### src/hdl/ptz_resp_pkg.sv
// Constants and types for the camera response builder.
// Summary of operation
// - Pan/tilt reply data: 'P', three azimuth bytes, three elevation bytes.
// - Zoom/focus reply data: 'V', three zoom bytes, three focus bytes.
// - Latch reply data: 'L', high status byte, 'A', low status byte.
// - High status bits: manual iris, power on, fast lens, comm error.
// - Status bits 4,5 are one, bits 6,7 zero, low bit 3 zero.
// - Low status bits 0 to 2 show the three auxiliary outputs.
// - Preset reply: 'H' then the preset digit when parked at presets 0 to 9.
// - Preset status character is 'I' when idle and not at a preset.
// - Preset status character is 'A' while any goto motion runs.
// - Preset status character is 'E' when a goto target was unreachable.
// - Frame: header 0xF8, address, data bytes, checksum.
// - Checksum is 0x80 plus low nibble of XOR after header.
// - Positions split into three nibbles, MSB first, each plus 0x30.
// - Acknowledge 0x06 goes out first, then the response with no gap.
package ptz_resp_pkg;
   localparam logic [7:0] ACK_BYTE = 8'h06;
   localparam logic [7:0] HEADER_BYTE = 8'hf8;
   localparam logic [7:0] CHECKSUM_BASE = 8'h80;
   localparam logic [7:0] NIBBLE_BASE = 8'h30;
   localparam logic [7:0] STATUS_BASE = 8'h30;
   localparam logic [7:0] CHAR_PAN = 8'h50;
   localparam logic [7:0] CHAR_ZOOM = 8'h56;
   localparam logic [7:0] CHAR_LATCH = 8'h4c;
   localparam logic [7:0] CHAR_A = 8'h41;
   localparam logic [7:0] CHAR_PRESET = 8'h48;
   localparam logic [7:0] CHAR_IDLE = 8'h49;
   localparam logic [7:0] CHAR_ERROR = 8'h45;
   localparam logic [7:0] CHAR_ZERO = 8'h30;
   localparam logic [3:0] LEN_POSITION = 4'h7;
   localparam logic [3:0] LEN_LATCH = 4'h4;
   localparam logic [3:0] LEN_PRESET = 4'h2;
   typedef enum logic [1:0] {
      REQ_PAN_TILT,
      REQ_ZOOM_FOCUS,
      REQ_LATCH,
      REQ_PRESET
   } request_type;
   typedef enum {
      ST_IDLE,
      ST_ACK,
      ST_HEADER,
      ST_ADDRESS,
      ST_DATA,
      ST_CHECKSUM
   } phase_type;
endpackage

### src/hdl/ptz_camera_response_builder.sv
// Response builder: frames camera status replies into a two-entry output buffer.
`timescale 1ns/1ns
module ptz_camera_response_builder
   import ptz_resp_pkg::*;
#(
   parameter int POS_WIDTH = 12
) (
   input wire logic clk_sys,
   input wire logic srst,
   input wire logic req_valid,
   input wire request_type req_kind,
   output logic req_ready,
   input wire logic [7:0] remote_address,
   input wire logic [POS_WIDTH-1:0] azimuth_position,
   input wire logic [POS_WIDTH-1:0] elevation_position,
   input wire logic [POS_WIDTH-1:0] zoom_position,
   input wire logic [POS_WIDTH-1:0] focus_position,
   input wire logic iris_manual,
   input wire logic camera_power_on,
   input wire logic lens_speed_fast,
   input wire logic [2:0] aux_output_on,
   input wire logic bad_message,
   input wire logic goto_active,
   input wire logic goto_failed,
   input wire logic at_preset,
   input wire logic [3:0] preset_number,
   output logic tx_valid,
   input wire logic tx_ready,
   output logic [7:0] tx_data,
   output logic tx_busy,
   output logic comm_error
);
   // The nibble slicing below serves exactly three nibbles per position.
   if (POS_WIDTH != 12) begin : g_width_check
      $error("Position encoding serves exactly three nibbles.");
   end

   typedef struct packed {
      phase_type phase;
      request_type kind;
      logic [3:0] index;
      logic [3:0] length;
      logic [7:0] cks;
      logic [7:0] addr;
      logic [7:0][7:0] data;
      logic comm_error;
      logic [1:0][7:0] buf_data;
      logic [1:0] count;
   } state_type;

   state_type r;
   state_type next_r;

   function automatic logic [7:0] enc_nibble(input logic [3:0] n);
      enc_nibble = NIBBLE_BASE | {4'h0, n};
   endfunction

   logic push;
   logic [7:0] push_byte;
   logic pop;
   logic [7:0] cur_byte;
   logic [7:0] status_high;
   logic [7:0] status_low;
   logic [7:0] preset_char;
   logic [7:0] tx_buf_out;

   assign req_ready = (r.phase == ST_IDLE);
   assign tx_busy = (r.phase != ST_IDLE);
   assign tx_valid = (r.count != 2'h0);
   assign tx_buf_out = r.buf_data[0];
   assign tx_data = tx_buf_out;
   assign comm_error = r.comm_error;
   assign pop = tx_valid && tx_ready;

   // Bits 4 and 5 set, 6 and 7 clear, come from the status base value.
   assign status_high = STATUS_BASE | {4'h0, r.comm_error, lens_speed_fast,
      camera_power_on, iris_manual};
   assign status_low = STATUS_BASE | {5'h00, aux_output_on};

   always_comb begin
      if (goto_active) begin
         preset_char = CHAR_A;
      end else if (goto_failed) begin
         preset_char = CHAR_ERROR;
      end else if (at_preset && preset_number <= 4'h9) begin
         preset_char = CHAR_ZERO + {4'h0, preset_number};
      end else begin
         preset_char = CHAR_IDLE;
      end
   end

   always_comb begin
      cur_byte = r.data[r.index[2:0]];
      push = 1'b0;
      push_byte = 8'h00;
      if (r.count != 2'h2) begin
         case (r.phase)
            ST_ACK: begin
               push = 1'b1;
               push_byte = ACK_BYTE;
            end
            ST_HEADER: begin
               push = 1'b1;
               push_byte = HEADER_BYTE;
            end
            ST_ADDRESS: begin
               push = 1'b1;
               push_byte = r.addr;
            end
            ST_DATA: begin
               push = 1'b1;
               push_byte = cur_byte;
            end
            ST_CHECKSUM: begin
               push = 1'b1;
               push_byte = CHECKSUM_BASE | {4'h0, r.cks[3:0]};
            end
            default: begin
               push = 1'b0;
            end
         endcase
      end
   end

   always_comb begin
      next_r = r;
      // Set wins over clear: a fresh error while reporting stays pending.
      if (bad_message) begin
         next_r.comm_error = 1'b1;
      end
      case (r.phase)
         ST_IDLE: begin
            if (req_valid) begin
               // All fields captured in one cycle keep a reply consistent.
               next_r.kind = req_kind;
               next_r.addr = remote_address;
               next_r.index = 4'h0;
               next_r.cks = remote_address;
               next_r.data = '0;
               next_r.phase = ST_ACK;
               case (req_kind)
                  REQ_PAN_TILT: begin
                     next_r.length = LEN_POSITION;
                     next_r.data[0] = CHAR_PAN;
                     next_r.data[1] = enc_nibble(azimuth_position[11:8]);
                     next_r.data[2] = enc_nibble(azimuth_position[7:4]);
                     next_r.data[3] = enc_nibble(azimuth_position[3:0]);
                     next_r.data[4] = enc_nibble(elevation_position[11:8]);
                     next_r.data[5] = enc_nibble(elevation_position[7:4]);
                     next_r.data[6] = enc_nibble(elevation_position[3:0]);
                  end
                  REQ_ZOOM_FOCUS: begin
                     next_r.length = LEN_POSITION;
                     next_r.data[0] = CHAR_ZOOM;
                     next_r.data[1] = enc_nibble(zoom_position[11:8]);
                     next_r.data[2] = enc_nibble(zoom_position[7:4]);
                     next_r.data[3] = enc_nibble(zoom_position[3:0]);
                     next_r.data[4] = enc_nibble(focus_position[11:8]);
                     next_r.data[5] = enc_nibble(focus_position[7:4]);
                     next_r.data[6] = enc_nibble(focus_position[3:0]);
                  end
                  REQ_LATCH: begin
                     next_r.length = LEN_LATCH;
                     next_r.data[0] = CHAR_LATCH;
                     next_r.data[1] = status_high;
                     next_r.data[2] = CHAR_A;
                     next_r.data[3] = status_low;
                     // Reported now; only a new error in this cycle keeps it.
                     next_r.comm_error = bad_message;
                  end
                  default: begin
                     next_r.length = LEN_PRESET;
                     next_r.data[0] = CHAR_PRESET;
                     next_r.data[1] = preset_char;
                  end
               endcase
            end
         end
         ST_ACK: begin
            if (push) begin
               next_r.phase = ST_HEADER;
            end
         end
         ST_HEADER: begin
            if (push) begin
               next_r.phase = ST_ADDRESS;
            end
         end
         ST_ADDRESS: begin
            if (push) begin
               next_r.phase = ST_DATA;
            end
         end
         ST_DATA: begin
            if (push) begin
               next_r.cks = r.cks ^ cur_byte;
               next_r.index = r.index + 4'h1;
               if (r.index + 4'h1 == r.length) begin
                  next_r.phase = ST_CHECKSUM;
               end
            end
         end
         ST_CHECKSUM: begin
            if (push) begin
               next_r.phase = ST_IDLE;
            end
         end
         default: begin
            next_r.phase = ST_IDLE;
         end
      endcase
      // Two-entry buffer: the receiver may stall without losing a byte.
      case ({push, pop})
         2'b10: begin
            next_r.buf_data[r.count[0]] = push_byte;
            next_r.count = r.count + 2'h1;
         end
         2'b01: begin
            next_r.buf_data[0] = r.buf_data[1];
            next_r.count = r.count - 2'h1;
         end
         2'b11: begin
            if (r.count == 2'h1) begin
               next_r.buf_data[0] = push_byte;
            end else begin
               next_r.buf_data[0] = r.buf_data[1];
               next_r.buf_data[1] = push_byte;
            end
         end
         default: begin
            next_r.count = r.count;
         end
      endcase
   end

   always_ff @(posedge clk_sys) begin
      if (srst) begin
         r <= '0;
      end else begin
         r <= next_r;
      end
   end

   AST_ACK_FIRST: assert property (@(posedge clk_sys) disable iff (srst)
      (req_valid && req_ready && r.count == 2'h0) |-> ##2 (tx_valid && tx_data == ACK_BYTE))
      else $error("Acknowledge not first.");
   AST_HEADER_AFTER_ACK: assert property (@(posedge clk_sys) disable iff (srst)
      (push && push_byte == ACK_BYTE && r.phase == ST_ACK) |=>
      (r.phase == ST_HEADER)) else $error("Header does not follow ack.");
   AST_CHECKSUM_RANGE: assert property (@(posedge clk_sys) disable iff (srst)
      (r.phase == ST_CHECKSUM && push) |-> push_byte[7:4] == 4'h8)
      else $error("Checksum out of range.");
   AST_LATCH_FORMAT: assert property (@(posedge clk_sys) disable iff (srst)
      (req_ready && req_valid && req_kind == REQ_LATCH) |=>
      (r.data[0] == CHAR_LATCH && r.data[2] == CHAR_A && r.data[1][7:4] == 4'h3
      && r.data[3][7:3] == 5'h06)) else $error("Latch reply malformed.");
   AST_ERR_CLEARED: assert property (@(posedge clk_sys) disable iff (srst)
      (req_ready && req_valid && req_kind == REQ_LATCH && !bad_message) |=>
      !comm_error) else $error("Comm error not cleared after report.");
   AST_ERR_STICKY: assert property (@(posedge clk_sys) disable iff (srst)
      bad_message |=> comm_error) else $error("Comm error lost.");
   AST_PRESET_ACTIVE: assert property (@(posedge clk_sys) disable iff (srst)
      (req_ready && req_valid && req_kind == REQ_PRESET && goto_active) |=>
      r.data[1] == CHAR_A) else $error("Active status not reported.");
   AST_PAN_NIBBLE: assert property (@(posedge clk_sys) disable iff (srst)
      (req_ready && req_valid && req_kind == REQ_PAN_TILT) |=>
      r.data[1] == (NIBBLE_BASE | {4'h0, $past(azimuth_position[11:8])}))
      else $error("Azimuth nibble wrong.");
   AST_NO_OVERFLOW: assert property (@(posedge clk_sys) disable iff (srst)
      r.count <= 2'h2) else $error("Buffer overflow.");
   COV_LATCH: cover property (@(posedge clk_sys) disable iff (srst)
      req_valid && req_ready && req_kind == REQ_LATCH);
   COV_STALL_FULL: cover property (@(posedge clk_sys) disable iff (srst)
      r.count == 2'h2 && !tx_ready);
   COV_PRESET_DONE: cover property (@(posedge clk_sys) disable iff (srst)
      r.phase == ST_CHECKSUM && push && r.kind == REQ_PRESET);
endmodule

### config.mk
export PLATFORM = sky130hd
export DESIGN_NAME = ptz_camera_response_builder
export DESIGN_NICKNAME = d
export VERILOG_FILES = /design/src/hdl/ptz_resp_pkg.sv /design/src/hdl/ptz_camera_response_builder.sv
export SDC_FILE = /design/constraint.sdc
export NUM_CORES = 1
export LEC_CHECK = 0
export ABC_CLOCK_PERIOD_IN_PS = 6870
export BUFFER_PORTS_ARGS = -buffer_cell sky130_fd_sc_hd__clkbuf_2
export CAP_MARGIN = 30
export CORE_MARGIN = 2
export CORE_UTILIZATION = 60
export CTS_CLUSTER_SIZE = 40
export DETAILED_ROUTE_END_ITERATION = 10
export GPL_TIMING_DRIVEN = 0
export PLACE_DENSITY = 0.88
export SLEW_MARGIN = 20
export SYNTH_ARGS = -nofsm -noshare
export SYNTH_HDL_FRONTEND = slang
export SYNTH_SLANG_ARGS = --single-unit
### constraint.sdc
create_clock -name clk_sys -period 6.87 [get_ports clk_sys]
set_input_delay 0.687 -clock clk_sys [delete_from_list [all_inputs] [get_ports clk_sys]]
set_output_delay 0.687 -clock clk_sys [all_outputs]
set_load 0.05 [all_outputs]
==> results of run 1 <==
cells in the final DEF, fill, tap and decap left out, types with 4 or more instances in the layout:
master,netlist,routed
clkbuf_2,0,87
dfxtp_1,73,73
nor2_1,63,63
nand2_1,56,56
a21oi_1,41,41
nor3_1,36,36
clkbuf_1,22,24
inv_1,18,18
o21ai_0,15,15
mux2i_1,15,15
ha_1,15,15
a221oi_1,13,13
buf_2,12,12
buf_4,12,12
clkbuf_8,0,11
a22oi_1,10,10
a211oi_1,9,9
nand3_1,7,7
a31oi_1,7,7
a222oi_1,7,7
nand2b_1,6,6
nor2b_1,6,6
o22ai_1,6,6
a311oi_1,5,5
a211o_1,4,4
mux2_2,4,4
o21ai_1,4,4
o21a_1,4,4
xnor2_1,4,4
nand3b_1,4,4
state kept, by name (all words and copies together) (netlist names):
signal      count
tx_data         8
r              64
comm_error      1
metrics by stage:
step	instance area (µm²)	power [mW]	hold slack [ps]	instances
final	5000	1.88	457	735
after global routing	5000	1.99	476	735
after CTS	5000	1.85	458	735
after detailed placement	4830	1.55	449	719
after global placement	4830	1.51	444	719
after floorplan	4270	1.31	428	536
cells by family (layout without fill, tap and decap cells):
| logic type | count (synthesis) | in the layout |
|---|---|---|
| AOI/OAI and AO/OA | 153 | 153 |
| adders and majority gates | 15 | 15 |
| muxes | 20 | 20 |
| buffers and inverters | 70 | 173 |
| DFF | 73 | 73 |
| xor gates and xnor gates | 6 | 6 |
| and+or+nand+nor | 199 | 199 |
worst min-delay path: stages (launching register included):
cell and delay [ps]:
dfxtp_1 310, nand2_1 50, a21oi_1 50
report_power, final:
part	total, mW	internal [mW]	switching [mW]
sequential	0.598	0.526	0.0726
combinational	0.971	0.349	0.622
clock	0.307	0.150	0.157
total	1.88	1.02	0.852
layout make-up:
type | instances | share of cell area (%)
clock buffers | 13 | 3.18
clock inverters | 3 | 0.300
plain buffers | 51 | 5.48
multi-input cells | 393 | 49.3
repair buffers | 87 | 8.71
flip-flops and latches | 73 | 29.2
well taps | 96 | 2.40
inverters | 19 | 1.43
worst min-delay path by stage:
stage	slack, ps	cells after the start	end	start
after floorplan	430	2	r[17]	r[17]
after global placement	440	2	r[20]	r[20]
after detailed placement	450	2	r[86]	r[86]
after CTS	460	2	r[33]	r[33]
after global routing	480	2	r[86]	r[86]
final	460	2	r[86]	r[86]
metal layers:
| metal | track usage, % | up-vias | wire length [µm] |
|---|---|---|---|
| met2 | 56.0 | 279 | 5940 |
| met1 | 46.0 | 2161 | 5370 |
| li1 | - | 2129 | - |
| met4 | 11.8 | 0 | 281 |
| met3 | 5.32 | 30 | 1170 |
| met5 | 0 | - | 0 |
==> results.sh, run 1 <==
export IMPL_max_slew_margin_pct=53.2
export IMPL_layout_drive_gt1_share_pct=22.5
export IMPL_muxShareOfSynthArea_pct=4.83
export IMPL_r2r_cells=11
export IMPL_crit_family="simple AND/OR/NAND/NOR gates"
export IMPL_drtPass1Iterations=7
export IMPL_crit_required_ps=7080
export IMPL_critPathArrivalTime_ps=3580
export IMPL_rsz0062_at_grt="no"
export IMPL_design_core_area_um2=6830
export IMPL_cp_common_cell="ha_1"
export IMPL_drc_errors=0
export IMPL_hold_buffers=0
export IMPL_vias=4599
export IMPL_clk_path_buf_depth=2
export IMPL_cts_sinks=73
export IMPL_hold_viol_final=0
export IMPL_synthXorXnorAreaFrac_pct=1.23
export IMPL_grt_overflow_total=0
export IMPL_drv_cap=0
export IMPL_post_cts_buffers=0
export IMPL_peakVddDrop_v=0.000199
export IMPL_powerDensity_nw_per_um2=375
export IMPL_netlist_top_cells_count="73 x dfxtp_1, 63 x nor2_1, 56 x nand2_1"
export IMPL_synth_simple_gate_area_share_pct=22.4
export IMPL_wl_per_cell_um=17.4
export IMPL_ys_flop_type="dfxtp_1"
export IMPL_startpoint_type="flop"
export IMPL_die_y_um=88.4
export IMPL_worst_pin_slew_ps=703
export IMPL_setup_viol=0
export IMPL_synth_top_area_share_pct=34.2
export IMPL_slowest_delay_ps=530
export IMPL_clk_pin_slew_worst_paths_ps=80
export IMPL_viasPerCell=6.26
export IMPL_synth_nets=627
export IMPL_wl_mm=12.8
export IMPL_max_freq_mhz=296
export IMPL_root_buffer="clkbuf_8"
export IMPL_timing_final_crit_share_pct=49.1
export IMPL_grt_antenna_before_repair=0
export IMPL_grt_pass1_vias=4354
export IMPL_die_w_um=88.4
export IMPL_grt_pass1_wl_mm=20.7
export IMPL_r2r_end="tx_data[0]"
export IMPL_async_flop_share_pct=0
export IMPL_yosysSeqAreaShare_pct=34.2
export IMPL_synth_top_family_by_area="compound AO/OA/AOI/OAI gates"
export IMPL_yosysTopAreaCell="dfxtp_1"
export IMPL_path_max_fanout=9
export IMPL_path_cells="inv_1, ha_1, clkbuf_1, a211o_1, ha_1, nor3b_2, and2_1, buf_2, nand2_1, a311oi_1, nor3_1"
export IMPL_critical_path_class="flop to flop"
export IMPL_synth_most_common_cell="dfxtp_1"
export IMPL_drv_slew=0
export IMPL_critPathCapture="tx_data[0]"
export IMPL_place_hpwl_mm=9.52
export IMPL_cts_tree="done"
export IMPL_grt_max_degree=12
export IMPL_dp_slack_ps=3590
export IMPL_synth_warnings=0
export IMPL_timing_setup_tns_ps=0
export IMPL_synth_compound_area_share_pct=24.9
export IMPL_post_synth_cell_area_avg_um2=7.97
export IMPL_worst_slack_ps=3500
export IMPL_finClkSkew_ps=12.8
export IMPL_cp_end_kind="flop"
export IMPL_die_area_um2=7810
export IMPL_fin_util_pct=73.2
export IMPL_critPathLaunch="r[0]"
export IMPL_drt_iter0_drc=433
export IMPL_syn_cell_area_um2=4270
export IMPL_area_delta_synth_final_pct=17.1
export IMPL_ys_types=63
export IMPL_clkLatencyLatePin_ps=350
export IMPL_track_usage_pct=34.2
export IMPL_rows=30
export IMPL_boundaryPins=88
export IMPL_numPortBuffers=87
export IMPL_syn_inst=536
export IMPL_cp_depth=11
export IMPL_yosys_register_bits=73
export IMPL_diodes=0
export IMPL_p_leak_nw=2.04
export IMPL_finish_net_count=725
export IMPL_cts_made_buffers=9
export IMPL_hold_class="flop to flop"
export IMPL_ant_nets=0
export IMPL_start_util_pct=62.5
export IMPL_fillers=569
export IMPL_multi_input_area_um2=2460
export IMPL_seq_area_um2=1460
export IMPL_crit_slowest_cell="nor3b_2"
export IMPL_reg2reg_setup_slack_ps=3500
export IMPL_cts_resized=0
export IMPL_synth_edf_count=0
export IMPL_outcome="finished clean"
export IMPL_htree_num_levels=3
export IMPL_synth_adder_area_share_pct=4.39
export IMPL_finalWeightedCongestion=0.933
export IMPL_rr_startpoint="r[0]"
export IMPL_crit_buf_inv=3
export IMPL_ys_top_cells_by_area="dfxtp_1 34%, nor2_1 5.5%, nand2_1 4.9%, a21oi_1 4.8%, ha_1 4.4%"
export IMPL_final_min_clock_period_ps=3370
No activity file was read; power rests on OpenSTA's default activity.
==> run 2, diff against run 1 <==
--- a/config.mk
+++ b/config.mk
@@ -5,15 +5,16 @@
 export SDC_FILE = /design/constraint.sdc
 export NUM_CORES = 1
 export LEC_CHECK = 0
-export ABC_CLOCK_PERIOD_IN_PS = 6870
+export ABC_AREA = 1
+export ABC_CLOCK_PERIOD_IN_PS = 3000
 export BUFFER_PORTS_ARGS = -buffer_cell sky130_fd_sc_hd__clkbuf_2
 export CAP_MARGIN = 30
 export CORE_MARGIN = 2
-export CORE_UTILIZATION = 60
+export CORE_UTILIZATION = 50
 export CTS_CLUSTER_SIZE = 40
 export DETAILED_ROUTE_END_ITERATION = 10
 export GPL_TIMING_DRIVEN = 0
-export PLACE_DENSITY = 0.88
+export PLACE_DENSITY = 0.78
 export SLEW_MARGIN = 20
 export SYNTH_ARGS = -nofsm -noshare
 export SYNTH_HDL_FRONTEND = slang
==> constraint.sdc (replaced) <==
create_clock -name clk_sys -period 3 [get_ports clk_sys]
set_input_delay 0.3 -clock clk_sys [delete_from_list [all_inputs] [get_ports clk_sys]]
set_output_delay 0.3 -clock clk_sys [all_outputs]
set_load 0.05 [all_outputs]
==> run 2 against run 1 <==
  * Sequential share of layout area shrank 0.73 points
  * Critical path depth grew 2
  * Flip-flop and latch count unchanged
  * Utilization down 14 points
  * Die area rose by 22%
  * Clock skew down 1.4 ps
  * Largest power group unchanged
==> results.sh, run 2 <==
export IMPL_outcome="finished clean"
export IMPL_layout_drive_gt1_share_pct=23.1
export IMPL_r2r_cells=13
export IMPL_dp_slack_ps=334
export IMPL_critPathLaunch="r[0]"
export IMPL_drt_iter0_drc=326
export IMPL_ys_types=42
export IMPL_setup_viol=0
export IMPL_top_register="r"
export IMPL_hold_buffers=0
export IMPL_synthXorXnorAreaFrac_pct=1.20
export IMPL_grt_overflow_total=0
export IMPL_mostFrequentLayoutCell="nand2_1"
export IMPL_synth_top_family_by_area="simple AND/OR/NAND/NOR gates"
export IMPL_finish_net_count=819
export IMPL_pwr_share_seq_pct=29.4
export IMPL_worst_pin_slew_ps=621
export IMPL_grt_pass1_wl_mm=20.1
export IMPL_powerDensity_nw_per_um2=933
export IMPL_async_flop_share_pct=0
export IMPL_muxShareOfSynthArea_pct=0
export IMPL_timing_setup_tns_ps=0
export IMPL_post_synth_cell_area_avg_um2=6.94
export IMPL_finalNonFillerCells=841
export IMPL_ant_nets=0
export IMPL_area_delta_synth_final_pct=17.1
export IMPL_clk_pin_slew_worst_paths_ps=80
export IMPL_synth_simple_gate_area_share_pct=28.4
export IMPL_path_max_fanout=10
export IMPL_ys_flop_type="dfxtp_1"
export IMPL_root_buffer="clkbuf_8"
export IMPL_grt_pass1_vias=4296
export IMPL_grt_max_degree=14
export IMPL_rows=34
export IMPL_cts_resized=0
export IMPL_cts_tree="done"
export IMPL_r2r_end="r[17]"
export IMPL_p_comb_share_pct=55.5
export IMPL_whs_path_depth=3
export IMPL_htree_num_levels=3
export IMPL_drv_slew=0
export IMPL_max_freq_mhz=379
export IMPL_worst_slack_ps=364
export IMPL_rsz0062_at_grt="no"
export IMPL_syn_cell_area_um2=4380
export IMPL_start_util_pct=51.0
export IMPL_critical_path_class="flop to flop"
export IMPL_drv_cap=0
export IMPL_final_min_clock_period_ps=2640
export IMPL_hold_class="input port to flop"
export IMPL_numPortBuffers=86
export IMPL_wl_mm=12.0
export IMPL_synth_top_area_share_pct=33.4
export IMPL_p_switching_mw=2.31
export IMPL_yosys_register_bits=73
export IMPL_netlist_top_cells_count="136 x nand2_1, 75 x nand3_1, 73 x dfxtp_1"
export IMPL_vias=4441
export IMPL_peakVddDrop_v=0.000312
export IMPL_drtPass1Iterations=5
export IMPL_timing_final_crit_share_pct=87.9
export IMPL_wl_per_cell_um=14.2
export IMPL_critPathArrivalTime_ps=2870
export IMPL_fin_util_pct=59.7
export IMPL_synth_warnings=0
export IMPL_synth_nets=722
export IMPL_synth_adder_area_share_pct=4.28
export IMPL_internal_power_mw=2.47
export IMPL_clkLatencyLatePin_ps=350
export IMPL_yosysSeqAreaShare_pct=33.4
export IMPL_boundaryPins=88
export IMPL_post_cts_buffers=0
export IMPL_diodes=0
export IMPL_grt_antenna_before_repair=0
export IMPL_die_y_um=97.6
export IMPL_reg2reg_setup_slack_ps=360
export IMPL_cp_end_kind="flop"
export IMPL_cts_made_buffers=9
export IMPL_p_leak_nw=2.37
export IMPL_largest_reg_flops=64
export IMPL_hold_viol_final=0
export IMPL_drc_errors=0
export IMPL_synth_edf_count=0
export IMPL_die_w_um=97.6
export IMPL_synth_compound_area_share_pct=19.7
export IMPL_holdCritStartpoint="bad_message"
export IMPL_whs_endpoint="comm_error"
export IMPL_synth_most_common_cell="nand2_1"
export IMPL_swShare_pct=48.3
export IMPL_ys_top_cells_by_area="dfxtp_1 33%, nand2_1 12%, nand3_1 8.6%, o21ai_0 5.5%, inv_1 5.2%"
export IMPL_place_hpwl_mm=9.27
export IMPL_finClkSkew_ps=11.4
export IMPL_syn_inst=631
export IMPL_die_area_um2=9530
export IMPL_cts_sinks=73
export IMPL_crit_required_ps=3240
export IMPL_design_core_area_um2=8590
export IMPL_p_clk_share_pct=15.0
export IMPL_startpoint_type="flop"
export IMPL_clk_path_buf_depth=2
export IMPL_finalWeightedCongestion=0.932
export IMPL_yosysTopAreaCell="dfxtp_1"
export IMPL_viasPerCell=5.28
export IMPL_track_usage_pct=25.8
export IMPL_final_cell_mix="136 x nand2_1, 86 x clkbuf_2, 75 x nand3_1"
export IMPL_fillers=852
export IMPL_dp_cells=825
export IMPL_rr_startpoint="r[0]"
export IMPL_max_slew_margin_pct=58.6
[run 2: changes by cell type after synthesis, sizes merged, moves of 7 or more]
| cell | change |
|---|---|
| nor2b | -7 |
| inv | +50 |
| a211oi | -8 |
| clkbuf | -12 |
| a222oi | -7 |
| o21ai | +41 |
| nand2b | -7 |
| nand3 | +68 |
| nor3 | -36 |
| nor2 | -10 |
| nand2 | +86 |
| mux2i | -15 |
| a31oi | +8 |
| a221oi | -12 |
[run 2: how the worst max path moves through the flow]
stage	end	slack (ps)	depth (start not counted)
after floorplan	r[17]	630	12
after global placement	r[17]	410	13
after detailed placement	r[17]	330	13
after CTS	r[17]	310	13
after global routing	r[17]	90	13
final	r[17]	360	13
[run 2: cell families (layout without fill, tap and decap cells)]
kind of cell / after synthesis / in the layout
DFF: 73 / 73
adders and majority gates: 15 / 15
xor gates and xnor gates: 6 / 6
buffers and inverters: 113 / 215
AOI/OAI and AO/OA: 146 / 146
and+or+nand+nor: 278 / 278
[run 2: power groups by stage]
| stage | logic [mW] | registers, mW | clock network (mW) |
|---|---|---|---|
| 5_1_grt | 2.93 | 1.44 | 0.774 |
| 2_1_floorplan | 2.06 | 1.38 | 0 |
| 6_report | 2.66 | 1.41 | 0.719 |
| 3_3_place_gp | 2.58 | 1.41 | 0 |
| 4_1_cts | 2.64 | 1.41 | 0.726 |
| 3_5_place_dp | 2.64 | 1.43 | 0 |
[run 2: layout make-up]
cell class	count	area (µm²)	area share, %
timing repair buffer	86	430	8.39
clock buffer	10	138	2.68
clock inverter	6	43.8	0.854
sequential	73	1460	28.5
inverter	71	277	5.39
multi-input combinational	445	2350	45.8
tap	108	135	2.63
buffer	42	297	5.78
[run 2: metal layers]
metal  share of wire [%]  track usage (%)  up-vias
met5                   0                0        -
met4                 1.7             10.7        0
met3                 7.4             4.32       17
met2                  46             41.6      175
met1                  45             34.4     1986
li1                    -                -     2263
[run 2: metrics by stage]
step	instance area (µm²)	power, mW	hold slack [ps]
6_report	5130	4.78	164
3_3_place_gp	4950	3.99	440
2_1_floorplan	4380	3.45	417
3_5_place_dp	4950	4.06	449
4_1_cts	5130	4.77	173
5_1_grt	5130	5.15	181
[run 2: critical path, stage by stage, from the launching register on]
cell,delay (ps)
dfxtp_1,370
inv_1,100
ha_1,290
clkinv_1,270
buf_4,240
nand2_1,130
inv_1,80
ha_1,210
inv_1,80
nor2_2,70
a31o_2,270
buf_2,190
o21ai_0,160
a21oi_1,60
==> run 3, diff against run 2 <==
--- a/config.mk
+++ b/config.mk
@@ -5,7 +5,6 @@
 export SDC_FILE = /design/constraint.sdc
 export NUM_CORES = 1
 export LEC_CHECK = 0
-export ABC_AREA = 1
 export ABC_CLOCK_PERIOD_IN_PS = 3000
 export BUFFER_PORTS_ARGS = -buffer_cell sky130_fd_sc_hd__clkbuf_2
 export CAP_MARGIN = 30
@@ -14,7 +13,7 @@
 export CTS_CLUSTER_SIZE = 40
 export DETAILED_ROUTE_END_ITERATION = 10
 export GPL_TIMING_DRIVEN = 0
-export PLACE_DENSITY = 0.78
+export PLACE_DENSITY = 0.79
 export SLEW_MARGIN = 20
 export SYNTH_ARGS = -nofsm -noshare
 export SYNTH_HDL_FRONTEND = slang
==> run 3 against run 2 <==
  * Routed wire length rose by 4.7%
  * Via count is 0.90% higher
  * Count of clock-buffer cells in the layout rose by 1
  * Hold slack got worse by 1.0 ps
==> results.sh, run 3 (same netlist as run 1, synthesis figures left out) <==
export IMPL_largest_reg_flops=64
export IMPL_layout_drive_gt1_share_pct=23.3
export IMPL_hold_slack_ps=163
export IMPL_vias=4481
export IMPL_grt_max_degree=13
export IMPL_r2r_end="tx_data[0]"
export IMPL_area_delta_synth_final_pct=19.4
export IMPL_drtPass1Iterations=5
export IMPL_boundaryPins=88
export IMPL_cts_made_buffers=9
export IMPL_grt_pass1_vias=4217
export IMPL_htree_num_levels=3
export IMPL_worst_pin_slew_ps=686
export IMPL_start_util_pct=51.7
export IMPL_stdcell_area_um2=5100
export IMPL_fillers=741
export IMPL_peakVddDrop_v=0.000426
export IMPL_whs_path_depth=3
export IMPL_rr_startpoint="r[0]"
export IMPL_critical_path_class="flop to flop"
export IMPL_timing_final_crit_share_pct=91.9
export IMPL_met2_usage_pct=47.5
export IMPL_drt_iter0_drc=383
export IMPL_cts_tree="done"
export IMPL_grt_overflow_total=0
export IMPL_design_core_area_um2=8260
export IMPL_wl_mm=12.5
export IMPL_dp_slack_ps=-222
export IMPL_dp_cells=728
export IMPL_finish_net_count=725
export IMPL_top_register="r"
export IMPL_hold_viol_final=0
export IMPL_startpoint_type="flop"
export IMPL_critPathArrivalTime_ps=2970
export IMPL_die_y_um=96.4
export IMPL_p_leak_nw=2.08
export IMPL_crit_required_ps=3220
export IMPL_finClkSkew_ps=10.3
export IMPL_seq_area_um2=1460
export IMPL_timing_setup_tns_ps=0
export IMPL_die_w_um=96.4
export IMPL_met1_usage_pct=38.2
export IMPL_cp_end_kind="flop"
export IMPL_clkLatencyLatePin_ps=350
export IMPL_grt_pass1_wl_mm=20.5
export IMPL_max_freq_mhz=363
export IMPL_rows=33
export IMPL_rsz0062_at_grt="no"
export IMPL_hold_class="input port to flop"
export IMPL_drv_slew=0
export IMPL_final_min_clock_period_ps=2760
export IMPL_use_met3_pct=4.73
export IMPL_holdCritStartpoint="bad_message"
export IMPL_place_hpwl_mm=9.42
export IMPL_finalWeightedCongestion=0.941
export IMPL_reg2reg_setup_slack_ps=240
export IMPL_drv_cap=0
export IMPL_track_usage_pct=28.5
export IMPL_grt_busiest_layer="met2"
export IMPL_hold_buffers=0
export IMPL_whs_endpoint="comm_error"
export IMPL_powerDensity_nw_per_um2=892
export IMPL_die_area_um2=9300
export IMPL_path_max_fanout=8
export IMPL_finalNonFillerCells=744
export IMPL_clk_path_buf_depth=2
export IMPL_worst_slack_ps=244
export IMPL_viasPerCell=6.02
export IMPL_setup_viol=0
export IMPL_wl_per_cell_um=16.8
export IMPL_final_cell_mix="87 x clkbuf_2, 72 x dfxtp_1, 63 x nor2_1"
export IMPL_numPortBuffers=87
export IMPL_ant_nets=0
export IMPL_place_area_um2=4840
export IMPL_mostFrequentLayoutCell="clkbuf_2"
export IMPL_cts_sinks=73
export IMPL_diodes=0
export IMPL_multi_input_area_um2=2480
export IMPL_outcome="finished clean"
export IMPL_max_slew_margin_pct=54.3
export IMPL_grt_antenna_before_repair=0
export IMPL_drc_errors=0
export IMPL_root_buffer="clkbuf_8"
export IMPL_clk_pin_slew_worst_paths_ps=80
export IMPL_r2r_cells=10
==> run 3: what timing repair did <==
| item | 4_1_cts | 5_1_grt |
|---|---|---|
| pin swaps | 1 | 1 |
| hold endpoints to repair | 0 | 0 |
| resized for setup | 2 | 2 |
| gates cloned | 0 | 0 |
| setup buffers | 1 | 0 |
| endpoints found under the setup margin | 5 | 13 |
==> run 3: layout make-up <==
| type | count | area share (%) |
|---|---|---|
| multi-input cells | 393 | 48.6 |
| flip-flops and latches | 73 | 28.7 |
| repair buffers | 88 | 8.68 |
| plain buffers | 50 | 5.30 |
| clock buffers | 11 | 2.77 |
| well taps | 105 | 2.58 |
| clock inverters | 5 | 2.01 |
| inverters | 19 | 1.40 |
==> run 3: critical path, stage by stage, from the launching register on <==
cell      delay [ps]
dfxtp_2          410
inv_1             80
ha_1             350
a211o_1          380
ha_1             330
nor3b_4          250
and2_1           140
buf_2            180
nand2_1           70
a311oi_1         340
nor3_1            80
==> run 3: through the flow <==
step,utilization (%),power (mW)
finish,61.8,4.55
global route,61.8,4.85
CTS,61.7,4.52
detailed placement,58.6,3.55
global placement,58.6,3.47
floorplan,-,3.00
==> run 3: layer usage <==
layer  part of all wire, %  up-vias
li1                      -     2134
met1                    44     2138
met2                    48      183
met3                   6.9       26
met4                   1.7        0
met5                     0        -
==> run 3: report_power, final <==
group          internal, mW  switching, mW
Combinational         0.809           1.42
Sequential             1.20          0.161
Clock                 0.574          0.380
Total                  2.59           1.96
==> run 3: how the worst max path moves through the flow <==
stage / startpoint / endpoint / slack, ps / cells past startpoint
3_5_place_dp: r[0] / tx_data[0] / -220 / 11
3_3_place_gp: r[0] / tx_data[0] / -150 / 11
4_1_cts: r[0] / tx_data[2] / 50 / 9
5_1_grt: r[0] / tx_data[4] / 30 / 11
2_1_floorplan: r[0] / tx_data[0] / 390 / 11
6_report: r[0] / tx_data[0] / 240 / 10
